$ cat src/scc_map.svh
// Constants for the two-wire host controller of the touch-sensor client
// Overview of operation
// - Host may stretch clock; client never does
// - Start: data falls while clock high
// - First byte: 7-bit address plus direction bit
// - Bytes are eight bits, MSB first
// - Host acks read bytes except the last
// - Stop: data rises while clock high
// - Blocks carry no count byte, 1 to 255 bytes long
// - Write byte: address, register, data, stop
// - Read byte: register, restart, read, nack
// - Bus clock between 10kHz and 400kHz
`ifndef SCC_MAP_SVH
`define SCC_MAP_SVH

// ****************************************************************
// Timing
// ****************************************************************
`define SCC_CLK_PERIOD_NS 40
`define SCC_T_LOW_NS 1300
`define SCC_T_PWRUP_MS 15
// Each SCL phase is two quarters; low phase must reach its least time
`define SCC_QTR_CYC ((`SCC_T_LOW_NS + 2 * `SCC_CLK_PERIOD_NS - 1) / (2 * `SCC_CLK_PERIOD_NS))
`define SCC_PWRUP_CYC ((`SCC_T_PWRUP_MS * 1000000 + `SCC_CLK_PERIOD_NS - 1) / `SCC_CLK_PERIOD_NS)

// ****************************************************************
// Client addresses per strap
// ****************************************************************
`define SCC_ADDR_82K 7'h2c
`define SCC_ADDR_100K 7'h2b
`define SCC_ADDR_120K 7'h2a
`define SCC_ADDR_150K 7'h29
`define SCC_ADDR_VDD 7'h28

// ****************************************************************
// Field layout
// ****************************************************************
`define SCC_DIR_WRITE 1'b0
`define SCC_DIR_READ 1'b1
`define SCC_BYTE_BITS 8
`define SCC_PTR_WRAP 8'hff

`endif

$ cat src/scc_pkg.sv
// Types shared by the two-wire host controller files
package scc_pkg;

  // Strap pull-down seen on the protocol select pin
  typedef enum logic [2:0] {
    SCC_STRAP_GND,
    SCC_STRAP_56K,
    SCC_STRAP_68K,
    SCC_STRAP_82K,
    SCC_STRAP_100K,
    SCC_STRAP_120K,
    SCC_STRAP_150K,
    SCC_STRAP_VDD
  } scc_strap_t;

  typedef enum logic [1:0] {
    SCC_PROTO_SPI4,
    SCC_PROTO_SPI3,
    SCC_PROTO_LINK,
    SCC_PROTO_SMBUS
  } scc_proto_t;

  typedef enum logic [2:0] {
    SCC_OP_WRITE_BYTE,
    SCC_OP_READ_BYTE,
    SCC_OP_SEND_BYTE,
    SCC_OP_RECV_BYTE,
    SCC_OP_BLOCK_WRITE,
    SCC_OP_BLOCK_READ
  } scc_op_t;

  typedef struct packed {
    scc_op_t op;
    logic [7:0] reg_addr;
    logic [7:0] count;
  } scc_cmd_t;

  typedef struct packed {
    logic scl_out;
    logic scl_oe;
    logic sda_out;
    logic sda_oe;
  } scc_pins_t;

endpackage : scc_pkg

$ cat src/scc_strap_decode.sv
// Strap decode: protocol choice and client address
`timescale 1ns/1ps
`include "scc_map.svh"
module scc_strap_decode (
  // Clock and reset
  input wire logic clk_in,
  input wire logic rst_in,
  // Strap
  input wire scc_pkg::scc_strap_t strap_in,
  // Decoded
  output scc_pkg::scc_proto_t proto_out,
  output logic [6:0] addr_out
);
  import scc_pkg::*;

  always_ff @(posedge clk_in) begin
    if (rst_in) begin
      proto_out <= SCC_PROTO_SMBUS;
      addr_out <= `SCC_ADDR_VDD;
    end else begin
      case (strap_in)
        SCC_STRAP_GND: proto_out <= SCC_PROTO_SPI4;
        SCC_STRAP_56K: proto_out <= SCC_PROTO_SPI3;
        SCC_STRAP_68K: proto_out <= SCC_PROTO_LINK;
        default: proto_out <= SCC_PROTO_SMBUS;
      endcase
      case (strap_in)
        SCC_STRAP_82K: addr_out <= `SCC_ADDR_82K;
        SCC_STRAP_100K: addr_out <= `SCC_ADDR_100K;
        SCC_STRAP_120K: addr_out <= `SCC_ADDR_120K;
        SCC_STRAP_150K: addr_out <= `SCC_ADDR_150K;
        default: addr_out <= `SCC_ADDR_VDD;
      endcase
    end
  end

endmodule : scc_strap_decode

$ cat src/scc_host.sv
// Two-wire host controller driving the touch-sensor client
`timescale 1ns/1ps
`include "scc_map.svh"
module scc_host #(
  parameter int PWRUP_CYC = `SCC_PWRUP_CYC,
  parameter int QTR_CYC = `SCC_QTR_CYC
) (
  // Clock and reset
  input wire logic clk_in,
  input wire logic rst_in,
  // Board configuration
  input wire scc_pkg::scc_strap_t strap_in,
  input wire logic deep_sleep_flag_in,
  output scc_pkg::scc_proto_t proto_out,
  // Commands
  input wire logic cmd_valid_in,
  output logic cmd_ready_out,
  input wire scc_pkg::scc_cmd_t cmd_in,
  // Write data stream
  input wire logic wr_valid_in,
  output logic wr_ready_out,
  input wire logic [7:0] wr_data_in,
  // Read data and status
  output logic rd_valid_out,
  output logic [7:0] rd_data_out,
  output logic done_out,
  output logic nack_out,
  output logic busy_out,
  output logic [7:0] ptr_out,
  // Bus pins
  input wire logic scl_in,
  input wire logic sda_in,
  output scc_pkg::scc_pins_t pins_out
);
  import scc_pkg::*;

  // ****************************************************************
  // Types and state
  // ****************************************************************
  typedef enum logic [2:0] {
    ST_PWRUP,
    ST_IDLE,
    ST_START,
    ST_BYTE,
    ST_ACK,
    ST_LOAD,
    ST_STOP
  } scc_state_t;

  typedef enum logic [2:0] {
    BY_ADDR_W,
    BY_REG,
    BY_DATA_W,
    BY_ADDR_R,
    BY_DATA_R
  } scc_byte_t;

  localparam int PW = $clog2(PWRUP_CYC + 1);
  localparam int QW = $clog2(QTR_CYC + 1);

  scc_state_t state_q;
  scc_byte_t kind_q;
  scc_op_t op_q;
  logic [PW-1:0] pwr_q;
  logic [QW-1:0] qcnt_q;
  logic [1:0] qtr_q;
  logic [2:0] bit_q;
  logic [7:0] sh_q;
  logic [7:0] reg_q;
  logic [7:0] left_q;
  logic [7:0] ptr_q;
  logic ack_ok_q;
  logic scl_hi_q;
  logic sda_hi_q;
  logic [6:0] caddr;
  logic tick;
  logic last_qtr;
  logic is_read_op;
  logic ptr_only;

  scc_strap_decode u_strap (
    .clk_in(clk_in),
    .rst_in(rst_in),
    .strap_in(strap_in),
    .proto_out(proto_out),
    .addr_out(caddr)
  );

  // ****************************************************************
  // Command acceptance
  // ****************************************************************
  assign is_read_op = (cmd_in.op == SCC_OP_READ_BYTE) || (cmd_in.op == SCC_OP_BLOCK_READ);
  assign ptr_only = (cmd_in.op == SCC_OP_SEND_BYTE) || (cmd_in.op == SCC_OP_RECV_BYTE);
  // Pointer-only transfers are held back while the client sleeps deeply
  assign cmd_ready_out = (state_q == ST_IDLE) && (proto_out == SCC_PROTO_SMBUS)
                         && !(deep_sleep_flag_in && ptr_only);
  assign wr_ready_out = (state_q == ST_LOAD);
  assign busy_out = (state_q != ST_IDLE);
  assign ptr_out = ptr_q;

  // ****************************************************************
  // Quarter-bit timing
  // ****************************************************************
  // Quarter 2 is the first high quarter; it only ends once SCL is seen
  // high, so any party holding SCL low simply lengthens the bit
  assign last_qtr = (qcnt_q == QW'(QTR_CYC - 1));
  assign tick = last_qtr && !((qtr_q == 2'd2) && !scl_in);

  always_ff @(posedge clk_in) begin
    if (rst_in || state_q == ST_IDLE || state_q == ST_PWRUP || state_q == ST_LOAD) begin
      qcnt_q <= '0;
      qtr_q <= 2'd0;
    end else if (tick) begin
      qcnt_q <= '0;
      qtr_q <= qtr_q + 2'd1;
    end else if (!last_qtr) begin
      qcnt_q <= qcnt_q + QW'(1);
    end
  end

  // Client may be deaf for a while after power-up
  always_ff @(posedge clk_in) begin
    if (rst_in) begin
      pwr_q <= '0;
    end else if (pwr_q != PW'(PWRUP_CYC)) begin
      pwr_q <= pwr_q + PW'(1);
    end
  end

  // ****************************************************************
  // Sequencer
  // ****************************************************************
  always_ff @(posedge clk_in) begin
    if (rst_in) begin
      state_q <= ST_PWRUP;
      kind_q <= BY_ADDR_W;
      op_q <= SCC_OP_WRITE_BYTE;
      reg_q <= 8'h00;
      left_q <= 8'h00;
      bit_q <= 3'd0;
      sh_q <= 8'h00;
      ack_ok_q <= 1'b0;
    end else begin
      case (state_q)
        ST_PWRUP: begin
          if (pwr_q == PW'(PWRUP_CYC)) begin
            state_q <= ST_IDLE;
          end
        end
        ST_IDLE: begin
          if (cmd_valid_in && cmd_ready_out) begin
            op_q <= cmd_in.op;
            reg_q <= cmd_in.reg_addr;
            // Single transfers move one byte; blocks have no count byte
            left_q <= (cmd_in.op == SCC_OP_BLOCK_WRITE || cmd_in.op == SCC_OP_BLOCK_READ)
                      ? ((cmd_in.count == 8'h00) ? 8'h01 : cmd_in.count) : 8'h01;
            if (cmd_in.op == SCC_OP_RECV_BYTE) begin
              kind_q <= BY_ADDR_R;
              sh_q <= {caddr, `SCC_DIR_READ};
            end else begin
              kind_q <= BY_ADDR_W;
              sh_q <= {caddr, `SCC_DIR_WRITE};
            end
            state_q <= ST_START;
          end
        end
        ST_START: begin
          if (tick && qtr_q == 2'd3) begin
            bit_q <= 3'd0;
            state_q <= ST_BYTE;
          end
        end
        ST_BYTE: begin
          if (tick && qtr_q == 2'd3) begin
            // Sample at the end of the high phase; shift out the next bit MSB first
            sh_q <= {sh_q[6:0], sda_in};
            bit_q <= bit_q + 3'd1;
            if (bit_q == 3'(`SCC_BYTE_BITS - 1)) begin
              state_q <= ST_ACK;
            end
          end
        end
        ST_ACK: begin
          if (tick && qtr_q == 2'd3) begin
            ack_ok_q <= !sda_in;
            if (kind_q != BY_DATA_R && sda_in) begin
              state_q <= ST_STOP;
            end else begin
              case (kind_q)
                BY_ADDR_W: begin
                  kind_q <= BY_REG;
                  sh_q <= reg_q;
                  bit_q <= 3'd0;
                  state_q <= ST_BYTE;
                end
                BY_REG: begin
                  if (op_q == SCC_OP_SEND_BYTE) begin
                    state_q <= ST_STOP;
                  end else if (op_q == SCC_OP_READ_BYTE || op_q == SCC_OP_BLOCK_READ) begin
                    kind_q <= BY_ADDR_R;
                    sh_q <= {caddr, `SCC_DIR_READ};
                    state_q <= ST_START;
                  end else begin
                    kind_q <= BY_DATA_W;
                    state_q <= ST_LOAD;
                  end
                end
                BY_DATA_W: begin
                  left_q <= left_q - 8'h01;
                  state_q <= (left_q == 8'h01) ? ST_STOP : ST_LOAD;
                end
                BY_ADDR_R: begin
                  kind_q <= BY_DATA_R;
                  sh_q <= 8'hff;
                  bit_q <= 3'd0;
                  state_q <= ST_BYTE;
                end
                default: begin
                  left_q <= left_q - 8'h01;
                  if (left_q == 8'h01) begin
                    state_q <= ST_STOP;
                  end else begin
                    sh_q <= 8'hff;
                    bit_q <= 3'd0;
                    state_q <= ST_BYTE;
                  end
                end
              endcase
            end
          end
        end
        ST_LOAD: begin
          // SCL stays low while the source stalls; keep stalls well short
          // of the client's clock-low timeout
          if (wr_valid_in) begin
            sh_q <= wr_data_in;
            bit_q <= 3'd0;
            state_q <= ST_BYTE;
          end
        end
        ST_STOP: begin
          if (tick && qtr_q == 2'd3) begin
            state_q <= ST_IDLE;
          end
        end
        default: state_q <= ST_IDLE;
      endcase
    end
  end

  // ****************************************************************
  // Pin drive
  // ****************************************************************
  // Lines are open-drain: a high level is released, never driven
  always_ff @(posedge clk_in) begin
    if (rst_in) begin
      scl_hi_q <= 1'b1;
      sda_hi_q <= 1'b1;
    end else if (state_q == ST_IDLE || state_q == ST_PWRUP) begin
      scl_hi_q <= 1'b1;
      sda_hi_q <= 1'b1;
    end else if (state_q == ST_LOAD) begin
      scl_hi_q <= 1'b0;
    end else if (tick) begin
      case (state_q)
        ST_START: begin
          // A repeated start lets SCL finish a full low phase before rising
          scl_hi_q <= (qtr_q == 2'd0) ? scl_hi_q : (qtr_q != 2'd3);
          sda_hi_q <= !qtr_q[1];
        end
        ST_STOP: begin
          scl_hi_q <= (qtr_q != 2'd0);
          sda_hi_q <= qtr_q[1];
        end
        ST_BYTE: begin
          scl_hi_q <= (qtr_q == 2'd1) || (qtr_q == 2'd2);
          if (qtr_q == 2'd0) begin
            sda_hi_q <= (kind_q == BY_DATA_R) ? 1'b1 : sh_q[7];
          end
        end
        ST_ACK: begin
          scl_hi_q <= (qtr_q == 2'd1) || (qtr_q == 2'd2);
          if (qtr_q == 2'd0) begin
            // Host acks read bytes except the last one
            sda_hi_q <= (kind_q == BY_DATA_R) ? (left_q == 8'h01) : 1'b1;
          end
        end
        default: begin
          scl_hi_q <= scl_hi_q;
        end
      endcase
    end
  end

  // Byte and ack phases leave SCL low at their end, ready for the next
  always_comb begin
    pins_out.scl_out = 1'b0;
    pins_out.scl_oe = !scl_hi_q;
    pins_out.sda_out = 1'b0;
    pins_out.sda_oe = !sda_hi_q;
  end

  // ****************************************************************
  // Results and pointer mirror
  // ****************************************************************
  always_ff @(posedge clk_in) begin
    if (rst_in) begin
      rd_valid_out <= 1'b0;
      rd_data_out <= 8'h00;
    end else begin
      rd_valid_out <= 1'b0;
      if (state_q == ST_BYTE && kind_q == BY_DATA_R && tick && qtr_q == 2'd3
          && bit_q == 3'(`SCC_BYTE_BITS - 1)) begin
        rd_valid_out <= 1'b1;
        rd_data_out <= {sh_q[6:0], sda_in};
      end
    end
  end

  always_ff @(posedge clk_in) begin
    if (rst_in) begin
      done_out <= 1'b0;
      nack_out <= 1'b0;
    end else begin
      done_out <= (state_q == ST_STOP) && tick && (qtr_q == 2'd3);
      if (state_q == ST_ACK && tick && qtr_q == 2'd3 && kind_q != BY_DATA_R) begin
        nack_out <= sda_in;
      end else if (state_q == ST_IDLE && cmd_valid_in && cmd_ready_out) begin
        nack_out <= 1'b0;
      end
    end
  end

  // Mirror of the client pointer; it survives between transfers
  always_ff @(posedge clk_in) begin
    if (rst_in) begin
      ptr_q <= 8'h00;
    end else if (state_q == ST_ACK && tick && qtr_q == 2'd3) begin
      if (kind_q == BY_REG && !sda_in) begin
        ptr_q <= reg_q;
      end else if (kind_q == BY_DATA_R
                   || (kind_q == BY_DATA_W && !sda_in)) begin
        ptr_q <= (ptr_q == `SCC_PTR_WRAP) ? 8'h00 : ptr_q + 8'h01;
      end
    end
  end

endmodule : scc_host

$ cat config.mk
export PLATFORM = sky130hd
export DESIGN_NAME = scc_host
export DESIGN_NICKNAME = d
export VERILOG_FILES = /design/src/scc_pkg.sv /design/src/scc_strap_decode.sv /design/src/scc_host.sv
export VERILOG_INCLUDE_DIRS = /design/src
export SDC_FILE = /design/constraint.sdc
export NUM_CORES = 1
export LEC_CHECK = 0
export ABC_AREA = 1
export BUFFER_PORTS_ARGS = -buffer_cell sky130_fd_sc_hd__buf_2
export CAP_MARGIN = 40
export CORE_MARGIN = 5
export CORE_UTILIZATION = 45
export DETAILED_ROUTE_END_ITERATION = 12
export SYNTH_ARGS = -nofsm -noshare
export SYNTH_HDL_FRONTEND = slang
export SYNTH_HIERARCHICAL = 1
export SYNTH_SLANG_ARGS = --single-unit
export TNS_END_PERCENT = 50
$ cat constraint.sdc
create_clock -name clk_in -period 2.1 [get_ports clk_in]
set_input_delay 0.105 -clock clk_in [delete_from_list [all_inputs] [get_ports clk_in]]
set_output_delay 0.105 -clock clk_in [all_outputs]
set_load 0.02 [all_outputs]
==> Yosys cells after proc, flatten, opt, wreduce, memory -nomap -nowiden <==
Cells that the tools add are included.
{ "word_totals": {"regBits": 91, "input_bits": 37, "out_inout_bits": 28, "elab_cells": 214} }
{ "op_classes": {"add_sub_neg": 6, "eq_ne": 56, "n_mux": 66, "bitwise": 1, "reduce_logical": 66} }
{ "op_table": {"columns": ["cell", "n"], "rows": [
  ["8-bit 2-to-1 mux", 17],
  ["3-bit 2-to-1 mux", 22],
  ["8-bit one-hot mux with 4 select lines", 2],
  ["3-bit equality test (second input constant)", 11],
  ["2-bit != test (second input constant)", 14],
  ["3-bit by 2-bit equality test with 1-bit output (second input constant)", 9],
  ["3-bit one-hot mux with 4 select lines", 2],
  ["1-bit logical AND", 21],
  ["3-bit one-hot mux with 7 select lines", 1],
  ["19-bit by 1-bit adder with 19-bit output (second input constant)", 1],
  ["19-bit equality test (second input constant)", 1],
  ["19-bit != test (second input constant)", 1],
  ["3-bit one-hot mux with 3 select lines", 2],
  ["8-bit one-hot mux with 2 select lines", 1],
  ["8-bit AND reduction", 2],
  ["4-bit nonzero test", 4],
  ["3-bit != test (second input constant)", 5],
  ["3-bit by 1-bit equality test with 1-bit output (second input constant)", 4],
  ["1-bit 2-to-1 mux", 12],
  ["3-bit one-hot mux with 2 select lines", 2],
  ["10-bit AND reduction", 1],
  ["5-bit AND reduction", 2],
  ["2-bit nonzero test", 5],
  ["2-bit OR reduction", 5],
  ["28 further kinds", 48]
]} }

==> Longest topological paths before layout <==
{ "depth": {"ltp_word": 8, "depth_mapped": 13, "mapped_depth_nobuf": 13} }

==> Hierarchy <==
Netlist, hierarchy kept.
{ "modules_own_cells": {"columns": ["mod", "instances", "cells_per_inst", "area_each_um2", "seq_area_each_um2"], "rows": [
  ["scc_host", 1, 764, 5001.0, 1661.6],
  ["scc_strap_decode", 1, 24, 186.4, 100.1]
]} }

==> Worst setup path before layout <==
No wires, ideal clock.
{ "synth_path": {"kind": "reg-to-reg", "startpoint": "register qtr_q[0]", "endpoint": "register state_q[0]", "setup_time_ns": 0.115, "t_arrival_ns": 1.518, "required_time_ns": 1.985, "slack_ns": 0.467, "stages_incl_launch_ff": 11, "path_buffers": 0, "period_less_slack_ns": 1.633, "cell_sequence": "dfxtp_1 -> inv_1 -> ha_1 -> nand2_1 -> nand3_2 -> nor2_1 -> o21ai_0 -> nor2_1 -> nand3_1 -> nand2_1 -> nor2_1"} }
{ "synth_between": {"elab_chain_cells": 7, "word_cells_on_any_way": 11, "classes_between": "6 x eq/ne; 5 x reduce/logical"} }
{ "synth_rtl": {"columns": ["element", "line_no", "text"], "rows": [
  ["start, declared", "scc_host.sv:66", "logic [1:0] qtr_q;"],
  ["start signal, assigned", "scc_host.sv:115", "qtr_q <= qtr_q + 2'd1;"],
  ["2-bit equality test", "scc_host.sv:107", "assign tick = last_qtr && !((qtr_q == 2'd2) && !scl_in);"],
  ["1-bit logical AND", "scc_host.sv:107", null],
  ["1-bit logical NOT", "scc_host.sv:107", null],
  ["1-bit logical AND", "scc_host.sv:107", null],
  ["1-bit logical AND *", null, null],
  ["2-bit != test (no line)", null, null],
  ["8-bit AND reduction (no line) *", null, null],
  ["end signal, assigned", "scc_host.sv:210", "state_q <= (left_q == 8'h01) ? ST_STOP : ST_LOAD;"],
  ["end, declared", "scc_host.sv:61", "scc_state_t state_q;"]
]} }
Every way passes the cells marked *; elsewhere a longest branch is shown, timed or not.
A chain may end at the register's enable or synchronous reset.

==> Final worst setup path <==
{ "layout_path": {"startpoint": "register state_q[2]", "endpoint": "output cmd_ready_out"} }
{ "layout_between": {"elab_chain_cells": 3} }
{ "layout_rtl": {"columns": ["element", "line_no", "text"], "rows": [
  ["3-bit by 1-bit equality test with 1-bit output", "scc_host.sv:95", "assign cmd_ready_out = (state_q == ST_IDLE) && (proto_out == SCC_PROTO_SMBUS)"],
  ["1-bit logical AND", "scc_host.sv:95", null],
  ["1-bit logical AND", "scc_host.sv:96", "&& !(deep_sleep_flag_in && ptr_only);"],
  ["end, declared", "scc_host.sv:17", "output logic cmd_ready_out,"]
]} }
Every way passes these cells.

==> flow_summary.json <==
{
  "synth-main-ff-cell": "dfxtp_1",
  "holdPathStages": 3,
  "grt-ovfl-total": 0,
  "worstPathRequired_ps": 2000,
  "start_util": 0.456,
  "io_buffers": 62,
  "root_buffer": "clkbuf_16",
  "cts_buffers": 9,
  "ant_nets": 0,
  "grt_antenna_before_repair": 0,
  "grt_max_degree": 46,
  "wl_mm": 13.9,
  "synth_top_area_frac": 0.340,
  "netlist.top_cell.by_area": "dfxtp_1",
  "vias_per_cell": 5.08,
  "setup_tns_ps": 0,
  "clk_pin_slew_ps": 70,
  "area_growth_pct": 15.9,
  "hp-class": "primary input to flop",
  "firstDrtPassIters": 4,
  "hold_viol": 0,
  "fp.coreArea_um2": 11400,
  "netlist_area_um2": 5190,
  "fillers": 1185,
  "grt_usage": 0.203,
  "cts_sinks": 88,
  "ir_worst_vdd_v": 0.000428,
  "max_freq_ghz": 0.516,
  "grt_pass1_vias": 4915,
  "skew_ps": 6.24,
  "drc": 0,
  "drt-initial-drc-count": 357,
  "multi_input_area_um2": 2890,
  "yosys.cell_types.count": 40,
  "rsz0062_at_grt": "no",
  "layout-drive-gt1-share": 0.159,
  "cpMostUsedCell": "nor2_2",
  "n_antenna_cell": 0,
  "crit_path_top_delay_cell": "dfxtp_1",
  "maxSlewViolCount": 0,
  "num_vias": 5082,
  "grt_pass1_wl_mm": 23.3,
  "synth-seq-cells": 88,
  "synthCells": 788,
  "power_density_nw_per_um2": 619,
  "clock_latency_ps": 350,
  "layout_min_cycle_time_ps": 1940,
  "ys_seq_area_frac": 0.340,
  "htree_levels": 3,
  "slowest_delay_ps": 420,
  "fp.dieArea_um2": 13800,
  "regArea_um2": 1760,
  "critPathKind": "flop to primary output",
  "crit_chain": "nor2_2, nand2_2, buf_4, inv_1, nand2_1, nor2_2, buf_2",
  "final_nets": 904,
  "rows": 39,
  "status": "completed",
  "worst-endpoint-arrival_ps": 1830,
  "yosysMostFrequentCell": "nand2_1",
  "start_kind": "flop",
  "die_x_um": 117,
  "io_pins": 65,
  "cap_violations": 0,
  "hpwl_mm": 10.4,
  "reg2regPathDepth": 9,
  "synth_commonest_cells": "163 x nand2_1, 119 x nor2_1, 96 x inv_1",
  "synthTopCellsByArea": "dfxtp_1 34%, nand2_1 12%, nor2_1 8.6%",
  "synth_edf_count": 0,
  "place.gp.congestion": 0.918,
  "syn_area_per_cell_um2": 6.58,
  "path_max_fanout": 9,
  "whs_ps": 33.9,
  "cts_tree": "done",
  "ys_async_sr_fraction": 0,
  "p_leak_uw": 0.00274,
  "cts_buffer_depth": 2,
  "end_kind": "primary output",
  "die_y_um": 117,
  "setup-violations-final": 0,
  "synth_warnings": 6,
  "fin_crit_sh": 0.923,
  "wl_per_cell_um": 13.9
}
==> final cells by class <==
type	instances	area share
clock buffer	11	0.0404
clock inverter	5	0.0173
inverter	103	0.0643
multi-input combinational	573	0.480
sequential	88	0.293
tap	143	0.0298
timing repair buffer	78	0.0749
==> layer usage <==
metal / track usage / vias to the layer above / routed length, µm
met1: 0.246 / 2293 / 6190
li1: - / 2666 / -
met4: 0.0892 / 0 / 342
met2: 0.351 / 101 / 6840
met5: 0 / - / 0
met3: 0.0366 / 22 / 514
==> logic make-up after synthesis <==
logic type / Yosys count / synth area share
DFF: 88 / 0.340
adders and majority gates: 14 / 0.0338
AOI/OAI and AO/OA: 155 / 0.161
and+or+nand+nor: 388 / 0.339
buffers and inverters: 131 / 0.110
other: 3 / 0.00217
xor gates and xnor gates: 9 / 0.0152
==> timing repair <==
action / CTS / global route
endpoints found under the hold margin: 5 / 0
hold buffers: 3 / 0
setup buffers: 0 / 1
gates resized for setup: 0 / 6
setup endpoints to repair: 0 / 22
==> placed cells by master (no fill, tap or decap), types with 2 or more instances in the layout <==
cell type / count
o211ai_1: 2
nand3_4: 3
nand3_1: 44
dfxtp_1: 87
nand2_1: 162
clkbuf_16: 9
inv_1: 95
nor2_1: 116
nor2_4: 4
or2_2: 5
dlygate4sd3_1: 3
a211oi_1: 2
xor2_1: 8
conb_1: 6
buf_4: 12
nand2_4: 2
ha_1: 14
nor2_2: 7
o22ai_1: 2
nand2_2: 4
nand3_2: 3
nand4_1: 12
a21oi_1: 62
inv_2: 8
o21ai_2: 3
bufinv_16: 3
o21ai_1: 2
buf_2: 62
nand3b_1: 2
nor3_1: 21
o21ai_0: 77
==> flip-flops by register name (all words and copies together) (netlist names), 2 cells and up <==
register and count:
reg_q 8, bit_q 3, left_q 8, sh_q 8, qcnt_q 5, op_q 3
state_q 3, rd_data_out 8, u_strap/proto_out 2, u_strap/addr_out 3, pwr_q 19, ptr_out 8
qtr_q 2, kind_q 3
==> report_power, final <==
| group | leakage (µW) | switching [µW] | total [µW] | internal, µW |
|---|---|---|---|---|
| clock network | 0.000170 | 694 | 1890 | 1200 |
| registers | 0.000710 | 5.58 | 1680 | 1680 |
| logic | 0.00186 | 90.2 | 149 | 58.6 |
| total | 0.00274 | 790 | 3720 | 2930 |
==> worst max-delay path: cells and delay by family, from the launching register on <==
family | cells | cell delay, ps
simple gates | 4 | 560
buf+inv | 3 | 500
flops | 1 | 420
==> per-stage QoR <==
| step | cells | utilization | power [µW] | area [µm²] | setup slack (ps) |
|---|---|---|---|---|---|
| detailed placement | 980 | 0.493 | 1860 | 5610 | 86.8 |
| finish | 1001 | 0.529 | 3720 | 6010 | 161 |
| floorplan | 791 | - | 1800 | 5200 | 467 |
| global placement | 980 | 0.493 | 1860 | 5610 | 154 |
| global route | 1001 | 0.529 | 3850 | 6010 | 15.2 |
| CTS | 999 | 0.526 | 3750 | 5990 | 65.5 |
==> worst paths after layout <==
path / to / slack [ps] / from
max: cmd_ready_out / 160 / state_q[2]
min: reg_q[5] / 30 / cmd_in[13]
max reg2reg: ptr_out[7] / 160 / qtr_q[0]
min reg2reg: op_q[2] / 450 / op_q[2]
(Power assumes the default switching activity.)
